File: src/include/block_seq_regs.vh
`ifndef BLOCK_SEQ_REGS_VH
`define BLOCK_SEQ_REGS_VH

// ============================================================
// Bus cycle type codes shown on cyc_type
`define CYC_N      2'h0
`define CYC_S      2'h1
`define CYC_I      2'h2

// ============================================================
// Addressing and sequencing constants
`define WORD_STEP  32'h00000004
`define PC_IDX     4'hf
`define CYC_WB     5'h01
`define MASK_ONE   16'h0001
`define LANE0      2'h0
`define LANE1      2'h1
`define LANE2      2'h2

`endif

File: src/verilog/lowest_bit_finder.v
`default_nettype none

// ============================================================
// Lowest set bit of a mask and the number of set bits
module lowest_bit_finder #(
  parameter W  = 16,
  parameter IW = 4,
  parameter CW = 5
) (
  input  wire [W-1:0]  mask,
  output reg  [IW-1:0] idx,
  output reg           any,
  output reg  [CW-1:0] count
);
  integer i;

  // Scan from the top so the lowest set bit is the last to land
  always @* begin
    idx   = {IW{1'b0}};
    any   = 1'b0;
    count = {CW{1'b0}};
    for (i = W - 1; i >= 0; i = i - 1) begin
      if (mask[i]) begin
        idx = i[IW-1:0];
        any = 1'b1;
      end
      count = count + {{(CW-1){1'b0}}, mask[i]};
    end
  end
endmodule

`default_nettype wire

File: src/verilog/block_addr_gen.v
`default_nettype none
`include "block_seq_regs.vh"

// ============================================================
// First transfer address and updated base for a block transfer
module block_addr_gen (
  input  wire [31:0] base,
  input  wire [4:0]  count,
  input  wire        pre,
  input  wire        up,
  output reg  [31:0] start_addr,
  output reg  [31:0] final_base
);
  wire [31:0] span;

  // Span of the whole block, four bytes per word
  assign span = {25'h0, count, 2'h0};

  // Lowest register always takes the lowest address, so a descending
  // block starts at the bottom of the span and climbs from there
  always @* begin
    if (up) begin
      final_base = base + span;
      start_addr = pre ? base + `WORD_STEP : base;
    end else begin
      final_base = base - span;
      start_addr = pre ? base - span : base - span + `WORD_STEP;
    end
  end
endmodule

`default_nettype wire

File: src/verilog/block_swap_seq.v
// Contract
// - Base write-back lands at the end of the instruction's second cycle.
// - First store goes out in cycle two; later stored base shows updated value.
// - A load that lists the base beats the written-back base unless it aborts.
// - Block transfer abort handling ignores the delayed fault select input.
// - Aborted store runs to the end, then traps; only write-back changes.
// - Aborted load stops register writes from the aborting transfer onward.
// - Program counter is written last by a load, so aborts preserve it.
// - After aborted load the base is restored, to modified value if write-back.
// - Abort trap on a load only after all its cycles have run.
// - Load takes nS+1N+1I; with program counter (n+1)S+2N+1I.
// - Store of n words takes (n-1)S+2N cycles.
// - Direction, index and up bits select one of eight modes.
// - Full stacks pre-adjust, empty post-adjust; ascending stores go up.
// - Swap is one read then one write, inseparable.
// - Swap reads at base, writes source there, old value to destination.
// - Lock is high through the swap read and write cycles.
// - Swap byte select picks byte or word with endian handling.
// - Abort on either swap access traps, whatever the delayed fault select.
// - Swap takes 1S+2N+1I cycles.
// - Bit k of the sixteen-bit list selects register k.
// - Registers move in ascending order, lowest register at lowest address.
// - Single transfers use delayed fault select; block ops and swap do not.
`default_nettype none
`include "block_seq_regs.vh"

module block_swap_seq (
  input  wire        clk,
  input  wire        nrst,
  input  wire        ce,
  input  wire        start,
  input  wire        op_swap,
  input  wire        op_load,
  input  wire        op_pre,
  input  wire        op_up,
  input  wire        op_wback,
  input  wire        op_byte,
  input  wire        big_end,
  input  wire        delayed_fault_select,
  input  wire [15:0] reg_list,
  input  wire [3:0]  base_idx,
  input  wire [3:0]  src_idx,
  input  wire [3:0]  dst_idx,
  input  wire [31:0] base_val,
  output reg  [3:0]  rf_ridx,
  input  wire [31:0] rf_rdata,
  output reg         rf_we,
  output reg  [3:0]  rf_widx,
  output reg  [31:0] rf_wdata,
  output reg         base_we,
  output reg  [3:0]  base_widx,
  output reg  [31:0] base_wdata,
  output reg         mem_req,
  output reg         mem_write,
  output reg         mem_byte,
  output wire [31:0] mem_addr,
  output reg  [31:0] mem_wdata,
  input  wire [31:0] mem_rdata,
  input  wire        mem_abort,
  output reg  [1:0]  cyc_type,
  output reg         lock,
  output wire        busy,
  output reg         done,
  output reg         trap_abort
);
  // ============================================================
  // States, one-hot
  localparam [8:0] ST_IDLE  = 9'h001;
  localparam [8:0] ST_SETUP = 9'h002;
  localparam [8:0] ST_XFER  = 9'h004;
  localparam [8:0] ST_INT   = 9'h008;
  localparam [8:0] ST_FILL  = 9'h010;
  localparam [8:0] ST_SWADR = 9'h020;
  localparam [8:0] ST_SWRD  = 9'h040;
  localparam [8:0] ST_SWWR  = 9'h080;
  localparam [8:0] ST_SWINT = 9'h100;

  reg  [8:0]  state_r;
  reg  [4:0]  cyc_r;
  reg  [15:0] mask_r;
  reg  [31:0] addr_r;
  reg  [31:0] orig_r;
  reg  [31:0] final_r;
  reg  [31:0] sw_data_r;
  reg  [3:0]  base_r;
  reg  [3:0]  src_r;
  reg  [3:0]  dst_r;
  reg         load_r;
  reg         wback_r;
  reg         byte_r;
  reg         be_r;
  reg         base_in_r;
  reg         pc_in_r;
  reg         first_r;
  reg         abt_r;
  reg         wb_done_r;
  reg         fill_n_r;

  wire [3:0]  cur_idx;
  wire        cur_any;
  wire [4:0]  list_cnt;
  wire [31:0] start_addr;
  wire [31:0] final_base;
  wire [15:0] mask_left;
  wire        last_xfer;
  wire        abt_now;

  // ============================================================
  // Register selection and address generation
  lowest_bit_finder #(.W(16), .IW(4), .CW(5)) u_cur (
    .mask  (mask_r),
    .idx   (cur_idx),
    .any   (cur_any),
    .count ()
  );

  // Word count of the incoming list sizes the block
  lowest_bit_finder #(.W(16), .IW(4), .CW(5)) u_cnt (
    .mask  (reg_list),
    .idx   (),
    .any   (),
    .count (list_cnt)
  );

  // Mode bits pick direction and pre/post adjustment
  block_addr_gen u_addr (
    .base       (base_val),
    .count      (list_cnt),
    .pre        (op_pre),
    .up         (op_up),
    .start_addr (start_addr),
    .final_base (final_base)
  );

  // Retire the lowest remaining register each transfer
  assign mask_left = mask_r & ~(`MASK_ONE << cur_idx);
  assign last_xfer = (mask_left == 16'h0000) || !cur_any;
  assign abt_now   = abt_r | mem_abort;
  assign mem_addr  = addr_r;
  assign busy      = (state_r != ST_IDLE);

  // Byte lane extraction for a byte read, zero filled above
  function [31:0] pick_byte(input [31:0] w, input [1:0] a, input be);
    reg [1:0] lane;
    begin
      lane = be ? ~a : a;
      case (lane)
        `LANE0:  pick_byte = {24'h000000, w[7:0]};
        `LANE1:  pick_byte = {24'h000000, w[15:8]};
        `LANE2:  pick_byte = {24'h000000, w[23:16]};
        default: pick_byte = {24'h000000, w[31:24]};
      endcase
    end
  endfunction

  // ============================================================
  // Bus cycle decode from state
  // The delayed fault select input steers only single transfers, so
  // nothing here looks at it: block ops and swap abort alike either way
  always @* begin
    cyc_type  = `CYC_I;
    mem_req   = 1'b0;
    mem_write = 1'b0;
    mem_byte  = 1'b0;
    lock      = 1'b0;
    rf_ridx   = cur_idx;
    mem_wdata = 32'h00000000;
    case (state_r)
      ST_SETUP: begin
        cyc_type = `CYC_N;
      end
      ST_XFER: begin
        cyc_type  = first_r ? `CYC_N : `CYC_S;
        mem_req   = 1'b1;
        mem_write = !load_r;
        // The write-back is only seen by the register file a cycle late,
        // so a base stored after it is patched here
        if (cur_idx == base_r && wb_done_r) begin
          mem_wdata = final_r;
        end else begin
          mem_wdata = rf_rdata;
        end
      end
      ST_INT: begin
        cyc_type = `CYC_I;
      end
      ST_FILL: begin
        cyc_type = fill_n_r ? `CYC_N : `CYC_S;
      end
      ST_SWADR: begin
        cyc_type = `CYC_S;
      end
      ST_SWRD: begin
        cyc_type = `CYC_N;
        mem_req  = 1'b1;
        mem_byte = byte_r;
        lock     = 1'b1;
      end
      ST_SWWR: begin
        cyc_type  = `CYC_N;
        mem_req   = 1'b1;
        mem_write = 1'b1;
        mem_byte  = byte_r;
        lock      = 1'b1;
        rf_ridx   = src_r;
        // Byte stores repeat the low byte on every lane
        mem_wdata = byte_r ? {4{rf_rdata[7:0]}} : rf_rdata;
      end
      ST_SWINT: begin
        cyc_type = `CYC_I;
      end
      default: begin
        cyc_type = `CYC_I;
      end
    endcase
  end

  // ============================================================
  // Sequencer, register writes and abort tracking
  always @(posedge clk) begin
    if (!nrst) begin
      state_r    <= ST_IDLE;
      cyc_r      <= 5'h00;
      mask_r     <= 16'h0000;
      addr_r     <= 32'h00000000;
      orig_r     <= 32'h00000000;
      final_r    <= 32'h00000000;
      sw_data_r  <= 32'h00000000;
      base_r     <= 4'h0;
      src_r      <= 4'h0;
      dst_r      <= 4'h0;
      load_r     <= 1'b0;
      wback_r    <= 1'b0;
      byte_r     <= 1'b0;
      be_r       <= 1'b0;
      base_in_r  <= 1'b0;
      pc_in_r    <= 1'b0;
      first_r    <= 1'b0;
      abt_r      <= 1'b0;
      wb_done_r  <= 1'b0;
      fill_n_r   <= 1'b0;
      rf_we      <= 1'b0;
      rf_widx    <= 4'h0;
      rf_wdata   <= 32'h00000000;
      base_we    <= 1'b0;
      base_widx  <= 4'h0;
      base_wdata <= 32'h00000000;
      done       <= 1'b0;
      trap_abort <= 1'b0;
    end else if (ce) begin
      rf_we      <= 1'b0;
      base_we    <= 1'b0;
      done       <= 1'b0;
      trap_abort <= 1'b0;
      if (state_r != ST_IDLE) begin
        cyc_r <= cyc_r + 5'h01;
      end
      // Write-back at the end of cycle two; a load listing the base
      // skips it so the loaded value is the one that stays
      if (state_r != ST_IDLE && state_r != ST_SWADR && state_r != ST_SWRD &&
          state_r != ST_SWWR && state_r != ST_SWINT && cyc_r == `CYC_WB &&
          wback_r && !(load_r && base_in_r)) begin
        base_we    <= 1'b1;
        base_widx  <= base_r;
        base_wdata <= final_r;
        wb_done_r  <= 1'b1;
      end
      case (state_r)
        ST_IDLE: begin
          if (start) begin
            cyc_r     <= 5'h00;
            abt_r     <= 1'b0;
            wb_done_r <= 1'b0;
            first_r   <= 1'b1;
            base_r    <= base_idx;
            src_r     <= src_idx;
            dst_r     <= dst_idx;
            load_r    <= op_load;
            wback_r   <= op_wback && !op_swap;
            byte_r    <= op_byte;
            be_r      <= big_end;
            orig_r    <= base_val;
            final_r   <= final_base;
            mask_r    <= reg_list;
            base_in_r <= reg_list[base_idx];
            pc_in_r   <= reg_list[`PC_IDX];
            if (op_swap) begin
              addr_r  <= base_val;
              state_r <= ST_SWADR;
            end else begin
              addr_r  <= start_addr;
              state_r <= op_load ? ST_XFER : ST_SETUP;
            end
          end
        end
        ST_SETUP: begin
          state_r <= ST_XFER;
        end
        ST_XFER: begin
          first_r <= 1'b0;
          addr_r  <= addr_r + `WORD_STEP;
          mask_r  <= mask_left;
          abt_r   <= abt_now;
          // Ascending order makes the program counter the last write
          if (load_r && !abt_now) begin
            rf_we    <= 1'b1;
            rf_widx  <= cur_idx;
            rf_wdata <= mem_rdata;
          end
          if (last_xfer) begin
            if (load_r) begin
              state_r <= ST_INT;
            end else begin
              // Store keeps issuing its cycles after an abort and traps last
              state_r    <= ST_IDLE;
              done       <= 1'b1;
              trap_abort <= abt_now;
            end
          end
        end
        ST_INT: begin
          // Restore follows the last load write by at least two cycles, so it wins
          if (abt_r) begin
            base_we    <= 1'b1;
            base_widx  <= base_r;
            base_wdata <= wback_r ? final_r : orig_r;
          end
          fill_n_r <= pc_in_r;
          state_r  <= ST_FILL;
        end
        ST_FILL: begin
          // A program counter load spends one N and two S fill cycles
          if (fill_n_r) begin
            fill_n_r <= 1'b0;
          end else if (pc_in_r) begin
            pc_in_r <= 1'b0;
          end else begin
            state_r    <= ST_IDLE;
            done       <= 1'b1;
            trap_abort <= abt_r;
          end
        end
        ST_SWADR: begin
          state_r <= ST_SWRD;
        end
        ST_SWRD: begin
          sw_data_r <= byte_r ? pick_byte(mem_rdata, addr_r[1:0], be_r) : mem_rdata;
          abt_r     <= mem_abort;
          state_r   <= ST_SWWR;
        end
        ST_SWWR: begin
          abt_r <= abt_now;
          // Destination is written after the source was sent out, so the
          // two may name the same register
          if (!abt_r) begin
            rf_we    <= 1'b1;
            rf_widx  <= dst_r;
            rf_wdata <= sw_data_r;
          end
          state_r <= ST_SWINT;
        end
        ST_SWINT: begin
          state_r    <= ST_IDLE;
          done       <= 1'b1;
          trap_abort <= abt_r;
        end
        default: begin
          state_r <= ST_IDLE;
        end
      endcase
    end
  end
endmodule

`default_nettype wire

File: config.mk
export PLATFORM = sky130hd
export DESIGN_NAME = block_swap_seq
export DESIGN_NICKNAME = d
export VERILOG_FILES = /design/src/verilog/lowest_bit_finder.v /design/src/verilog/block_addr_gen.v /design/src/verilog/block_swap_seq.v
export VERILOG_INCLUDE_DIRS = /design/src /design/src/include
export SDC_FILE = /design/constraint.sdc
export NUM_CORES = 1
export LEC_CHECK = 0
export ABC_AREA = 0
export ABC_CLOCK_PERIOD_IN_PS = 17600
export BUFFER_PORTS_ARGS = -buffer_cell sky130_fd_sc_hd__buf_2
export CAP_MARGIN = 15
export CORE_MARGIN = 4
export CORE_UTILIZATION = 35
export CTS_CLUSTER_DIAMETER = 50
export DETAILED_ROUTE_END_ITERATION = 8
export GPL_TIMING_DRIVEN = 0
export REMOVE_ABC_BUFFERS = 1
export SETUP_SLACK_MARGIN = 0.15
export SYNTH_ARGS = -nofsm -noshare
export SYNTH_HDL_FRONTEND = slang
export SYNTH_SLANG_ARGS = --single-unit
File: constraint.sdc
create_clock -name clk -period 17.6 [get_ports clk]
set_input_delay 2.64 -clock clk [delete_from_list [all_inputs] [get_ports clk]]
set_output_delay 2.64 -clock clk [all_outputs]
set_load 0.02 [all_outputs]
==> results of run 1 <==
-- layout make-up --
cell class	instances	area share
diodes	1	0.0001265
clock buffers	51	0.05675
clock inverters	23	0.01335
inverters	62	0.01215
multi-input cells	1712	0.5257
flip-flops and latches	254	0.2572
well taps	600	0.03796
repair buffers	310	0.09686
-- cells in the final DEF (no fill, tap or decap), types with 11 or more instances in the layout --
cell type	instances
a22oi_1	13
o211ai_1	17
buf_16	11
nand3b_1	30
nand3_1	51
nor2_1	185
or4_1	12
a211oi_1	19
o22ai_1	62
a31oi_1	31
a311oi_1	35
ha_1	21
and3_1	19
o21a_1	14
nand4_1	19
or2_2	13
nand2b_1	15
and2_1	12
fa_1	12
nor4_1	24
nor3_1	43
o31ai_1	14
dfxtp_1	253
nand2_1	364
buf_2	288
inv_1	60
clkbuf_16	40
mux2i_1	75
or3_1	16
xnor2_1	41
a21oi_1	219
xor2_1	32
o21ai_0	134
-- critical path: stages --
cell	delay, ps
buf_2	160
ha_1	290
inv_1	40
fa_1	460
fa_1	510
fa_1	540
fa_1	430
fa_1	420
fa_1	550
inv_1	120
fa_1	490
xnor2_1	220
nor4_1	350
o221ai_1	300
or2_2	400
a2111oi_2	590
nand2_1	350
o2bb2ai_1	240
mux2i_1	390
o21ai_0	150
-- layer usage --
metal,track usage,vias to the layer above,part of all wire,wire length (um)
li1,-,8351,-,-
met1,0.3243,8439,0.42,27320
met2,0.3896,777,0.46,29720
met3,0.04744,127,0.080,5171
met4,0.08849,0,0.033,2120
met5,0,-,0,0
-- state kept, by name, summed over array words and instances (netlist names), 5 cells and up --
register    flops
mem_addr       32
sw_data_r      32
rf_wdata       32
state_r         9
base_wdata     32
mask_r         16
orig_r         32
final_r        30
cyc_r           5
-- cells by family after synthesis --
logic type | share of synthesized area
simple gates | 0.2452
flops | 0.3113
mux | 0.05691
xor+xnor | 0.03914
compound gates | 0.2591
fa+ha+maj | 0.03079
buf+inv | 0.05760
-- through the flow --
stage          hold slack (ps)  power, mW
2_1_floorplan            432.2      1.045
3_3_place_gp             437.6      1.228
3_5_place_dp             443.3      1.248
4_1_cts                  450.0      2.075
5_1_grt                  461.6      2.175
6_report                 447.6      2.064
-- worst max-delay path by stage --
stage                      start  slack [ps]  cells past startpoint                   endpoint
detailed placement  reg_list[15]        7420                     20  mem_addr[28]$_SDFFE_PN0P_
finish              reg_list[15]        8400                     20  mem_addr[19]$_SDFFE_PN0P_
global placement    reg_list[15]        7050                     20  mem_addr[31]$_SDFFE_PN0P_
global route        reg_list[15]        8020                     20  mem_addr[19]$_SDFFE_PN0P_
CTS                 reg_list[15]        7980                     20  mem_addr[28]$_SDFFE_PN0P_
floorplan           reg_list[14]        8740                     19  mem_addr[31]$_SDFFE_PN0P_
-- report_power, final --
| part | internal (mW) | switching (mW) |
|---|---|---|
| registers | 0.600 | 0.0301 |
| clock network | 0.495 | 0.322 |
| logic | 0.225 | 0.393 |
| total | 1.32 | 0.745 |
==> results.toml, run 1 <==
[status]
status = "completed"

[placed_design]
dp_slack_ps = 7423
dp_hpwl_mm = 46.13
io_buffers = 286
dp.cells = 2935
place_congestion = 0.9419
dpl_cell_area_um2 = 18330

[synthesis]
ys_seq_area_frac = 0.3113
synth_seq_cells = 254
syn_area_per_cell_um2 = 7.384
yosysTopAreaCellShare = 0.3113
synth_most_common_cell = "nand2_1"
ys_top_cells_by_count = "nand2_1 (364), dfxtp_1 (254), a21oi_1 (220), nor2_1 (186), clkbuf_1 (168)"
synth_ff_type = "dfxtp_1"
yosysUniqueCellTypes = 85
synth_area_leaders = "dfxtp_1 (31%), nand2_1 (8.4%), a21oi_1 (6.7%)"
yosys_warnings = 0
syn_inst = 2212
syn_area_um2 = 16330
async_flop_share = 0
post-synth-top-area-cell = "dfxtp_1"
synth_edf_count = 0

[die]
fp.dieW_um = 224.0
pin_count = 288
die-area_um2 = 50190
core.rowCount = 78
core_um2 = 45770
die_y_um = 224.0
initial_core_util = 0.3569

[timing]
worst_pin_slew_ps = 1064
period_needed_ps = 9195
setup_ws_ps = 8405
setup_viol = 0
skew_ps = 21.45
rsz0062_at_grt = "no"
relSlewSlack = 0.2850
slew_violations = 0
finalHoldViolations = 0
min_period_over_period = 0.5225
tns_ps = 0
fmax_ghz = 0.1088

[critical_path]
end_kind = "flip-flop"
reg2reg_to = "mem_addr[23]$_SDFFE_PN0P_"
r2r_slack_ps = 13180
cp_max_fo = 7
rr_startpoint = "state_r[8]$_SDFFE_PN0P_"
startpoint_type = "input pin"
crit_required_ps = 18020
crit_type = "input pin to flip-flop"
r2r_cells = 9
critPathArrivalTime_ps = 9620

[routing]
wl_per_cell_um = 21.35
postRouteAntennaNets = 0
drt_first_pass_iters = 6
vias = 17690
drc = 0
routed_wl_mm = 64.33
initialDrtViolationCount = 1712
routed_via_density = 5.873

[power_and_ir_drop]
power.density_nw_per_um2 = 104.4
leakage_nw = 7.592
ir_worst_vdd_mv = 0.08249

[min_path]
hp-class = "flip-flop to flip-flop"
hold_depth = 2
min-delay-start = "sw_data_r[20]$_SDFFE_PN0P_"
holdPathEnd = "sw_data_r[20]$_SDFFE_PN0P_"

[layout]
drive_gt1_frac = 0.1783
n_fill_cell = 4709
area_growth_pct = 21.08
nNetsFinal = 2550
final-seq-area_um2 = 5086
fin_util = 0.4321
finalNonFillerCells = 3013
final_area_um2 = 19780
multi_input_area_um2 = 10400

[clock_network]
clock-sinks = 254
cts_root_buf = "clkbuf_16"
clk_pin_slew_ps = 60
clk_path_buf_depth = 3
clk_latency_ps = 560
cts-htree-levels = 2
cts_tree = "done"
hold_buffers = 0
post_cts_buffers = 0
cts_buffers = 40
cts_resized = 0

[grt]
grt_max_degree = 103
overflow = 0
grt_pass1_vias = 16350
grt_pass1_wl_mm = 98.01
antenna_found_initial = 1
grt.total_usage = 0.2423

[flow_run]
cap_viol_max_count = 0
Note: power is estimated with default switching activity, not from simulation.
==> run 2: changes to the inputs <==
ABC_AREA = 1   (was 0)
ABC_CLOCK_PERIOD_IN_PS = 8100   (was 17600)
clock period = 8.1 ns   (was 17.6 ns; I/O delays follow)
==> run 2 against run 1 <==
Power is 120% higher; critical path type unchanged; largest cell class unchanged; core utilization shrank 0.79 points; first-iteration DRC count fell by 12%; highest routed layer unchanged; final area is 3.1% higher; non-clock buffer count is 5 lower; count of clock-buffer cells in the layout shrank 5.
==> results.toml, run 2 <==
[timing]
slew_violations = 0
tns_ps = 0
finalHoldViolations = 0
setup_viol = 0
rsz0062_at_grt = "no"
worst_pin_slew_ps = 1151
fmax_ghz = 0.1331
period_needed_ps = 7513
setup_ws_ps = 586.8
holdWs_ps = 457.9
skew_ps = 16.93
relSlewSlack = 0.2327
min_period_over_period = 0.9276

[synthesis]
synth_edf_count = 0
synth_area_leaders = "dfxtp_1 (30%), nand2_1 (12%), o21ai_0 (8.1%)"
synth_seq_cells = 254
post-synth-top-area-cell = "dfxtp_1"
yosysTopAreaCellShare = 0.2974
syn_area_per_cell_um2 = 6.356
yosysUniqueCellTypes = 56
synth_ff_type = "dfxtp_1"
synth_most_common_cell = "nand2_1"
syn_inst = 2690
syn_area_um2 = 17100
ys_seq_area_frac = 0.2974
async_flop_share = 0
ys_top_cells_by_count = "nand2_1 (550), inv_1 (366), o21ai_0 (276), dfxtp_1 (254), nor2_1 (224)"
yosys_warnings = 0

[die]
pin_count = 288
core_um2 = 48050
die-area_um2 = 52450
core.rowCount = 80
initial_core_util = 0.3559
die_y_um = 229.0
fp.dieW_um = 229.0

[critical_path]
cp_max_fo = 4
crit_family = "adder cells"
crit_required_ps = 8480
cp_common_cell = "fa_1"
critPathArrivalTime_ps = 7890
startpoint_type = "input pin"
cp_slowest_cell = "o21ai_0"
critPathMaxStageDelay_ps = 650
crit_buf_inv = 5
crit_type = "input pin to flip-flop"
end_kind = "flip-flop"

[grt]
grt.total_usage = 0.2558
overflow = 0
grt_pass1_vias = 18080
grt_max_degree = 71
antenna_found_initial = 2
grt_pass1_wl_mm = 107.2

[routing]
routed_via_density = 5.515
postRouteAntennaNets = 0
drc = 0
drt_first_pass_iters = 5
vias = 19400
routed_wl_mm = 70.50
initialDrtViolationCount = 1510
wl_per_cell_um = 20.04

[layout]
mostFrequentLayoutCells = "nand2_1 (547), inv_1 (360), buf_2 (285), o21ai_0 (275), dfxtp_1 (253)"
drive_gt1_frac = 0.1468
layout_commonest_cell = "nand2_1"
n_fill_cell = 5108
nNetsFinal = 3043
area_growth_pct = 19.21

[placed_design]
dp_slack_ps = 142.5
dp_hpwl_mm = 52.93
io_buffers = 286
place_congestion = 0.9305

[power_and_ir_drop]
leakage_nw = 8.839
ir_worst_vdd_mv = 0.1291
power.density_nw_per_um2 = 218.1
finalPower_mw = 4.445

[clock_network]
cts-htree-levels = 2
cts_tree = "done"
cts_buffers = 38
clk_latency_ps = 560
clk_pin_slew_ps = 50
hold_buffers = 0
clock-sinks = 254
clk_path_buf_depth = 3
cts_root_buf = "clkbuf_16"

[min_path]
hp-class = "flip-flop to flip-flop"

[flow_run]
cap_viol_max_count = 0

[status]
status = "completed"
==> run 2: logic make-up after synthesis <==
group / count (synthesis) / share of synthesized area
adders and majority gates: 33 / 0.02942
AOI/OAI and AO/OA: 773 / 0.2703
and+or+nand+nor: 1049 / 0.2606
xor gates and xnor gates: 43 / 0.02290
buffers and inverters: 538 / 0.1193
DFF: 254 / 0.2974
==> run 2: layout make-up <==
type | instances | area (um^2) | area share
Clock buffer | 46 | 1032 | 0.05064
Clock inverter | 22 | 212.7 | 0.01044
Sequential cell | 254 | 5086 | 0.2495
Inverter | 376 | 1416 | 0.06949
Tap cell | 615 | 769.5 | 0.03775
Antenna cell | 2 | 5.005 | 0.0002455
Timing Repair Buffer | 305 | 1836 | 0.09005
Multi-Input combinational cell | 1898 | 10030 | 0.4919
==> run 2: final timing paths <==
path,from,endpoint,slack (ps),depth (start not counted)
setup / recovery,reg_list[15],mem_addr[14]$_SDFFE_PN0P_,590,28
hold / removal,sw_data_r[14]$_SDFFE_PN0P_,sw_data_r[14]$_SDFFE_PN0P_,460,2
hold reg to reg,sw_data_r[14]$_SDFFE_PN0P_,sw_data_r[14]$_SDFFE_PN0P_,460,2
setup reg to reg,state_r[6]$_SDFFE_PN0P_,final_r[9]$_SDFFE_PN0P_,3730,12
==> run 2: metrics by stage <==
stage | std cells | instance area, um^2 | utilization
global route | 3518 | 20380 | 0.4242
detailed placement | 3446 | 19100 | 0.3975
floorplan | 2528 | 16470 | -
finish | 3518 | 20380 | 0.4242
global placement | 3429 | 18670 | 0.3886
CTS | 3514 | 20340 | 0.4234
==> run 2: power breakdown <==
group | switching [mW] | internal (mW) | total [mW]
combinational | 0.983 | 0.443 | 1.43
sequential | 0.0584 | 1.32 | 1.38
clock | 0.657 | 0.985 | 1.64
total | 1.70 | 2.75 | 4.44
==> run 2: timing repair <==
item / in CTS / in global routing
setup endpoints to repair: 0 / 1
buffers inserted: 0 / 0
gates resized for setup: 0 / 1
==> run 2: worst reg2reg max path, cell delays in order (launching register included) <==
cell	delay [ps]
dfxtp_1	330
nor2_1	120
inv_1	70
nor2_1	130
inv_1	70
nor3_1	250
nand3_1	400
nor3_2	470
inv_1	620
nor2_2	790
buf_8	250
inv_2	350
o32ai_1	420
==> run 2: per-layer routing <==
layer,wire length [um],share of wire,global-route usage
met5,0,0,0
met4,2286,0.032,0.08996
met1,31520,0.45,0.3535
met2,31440,0.45,0.4039
met3,5249,0.074,0.04287
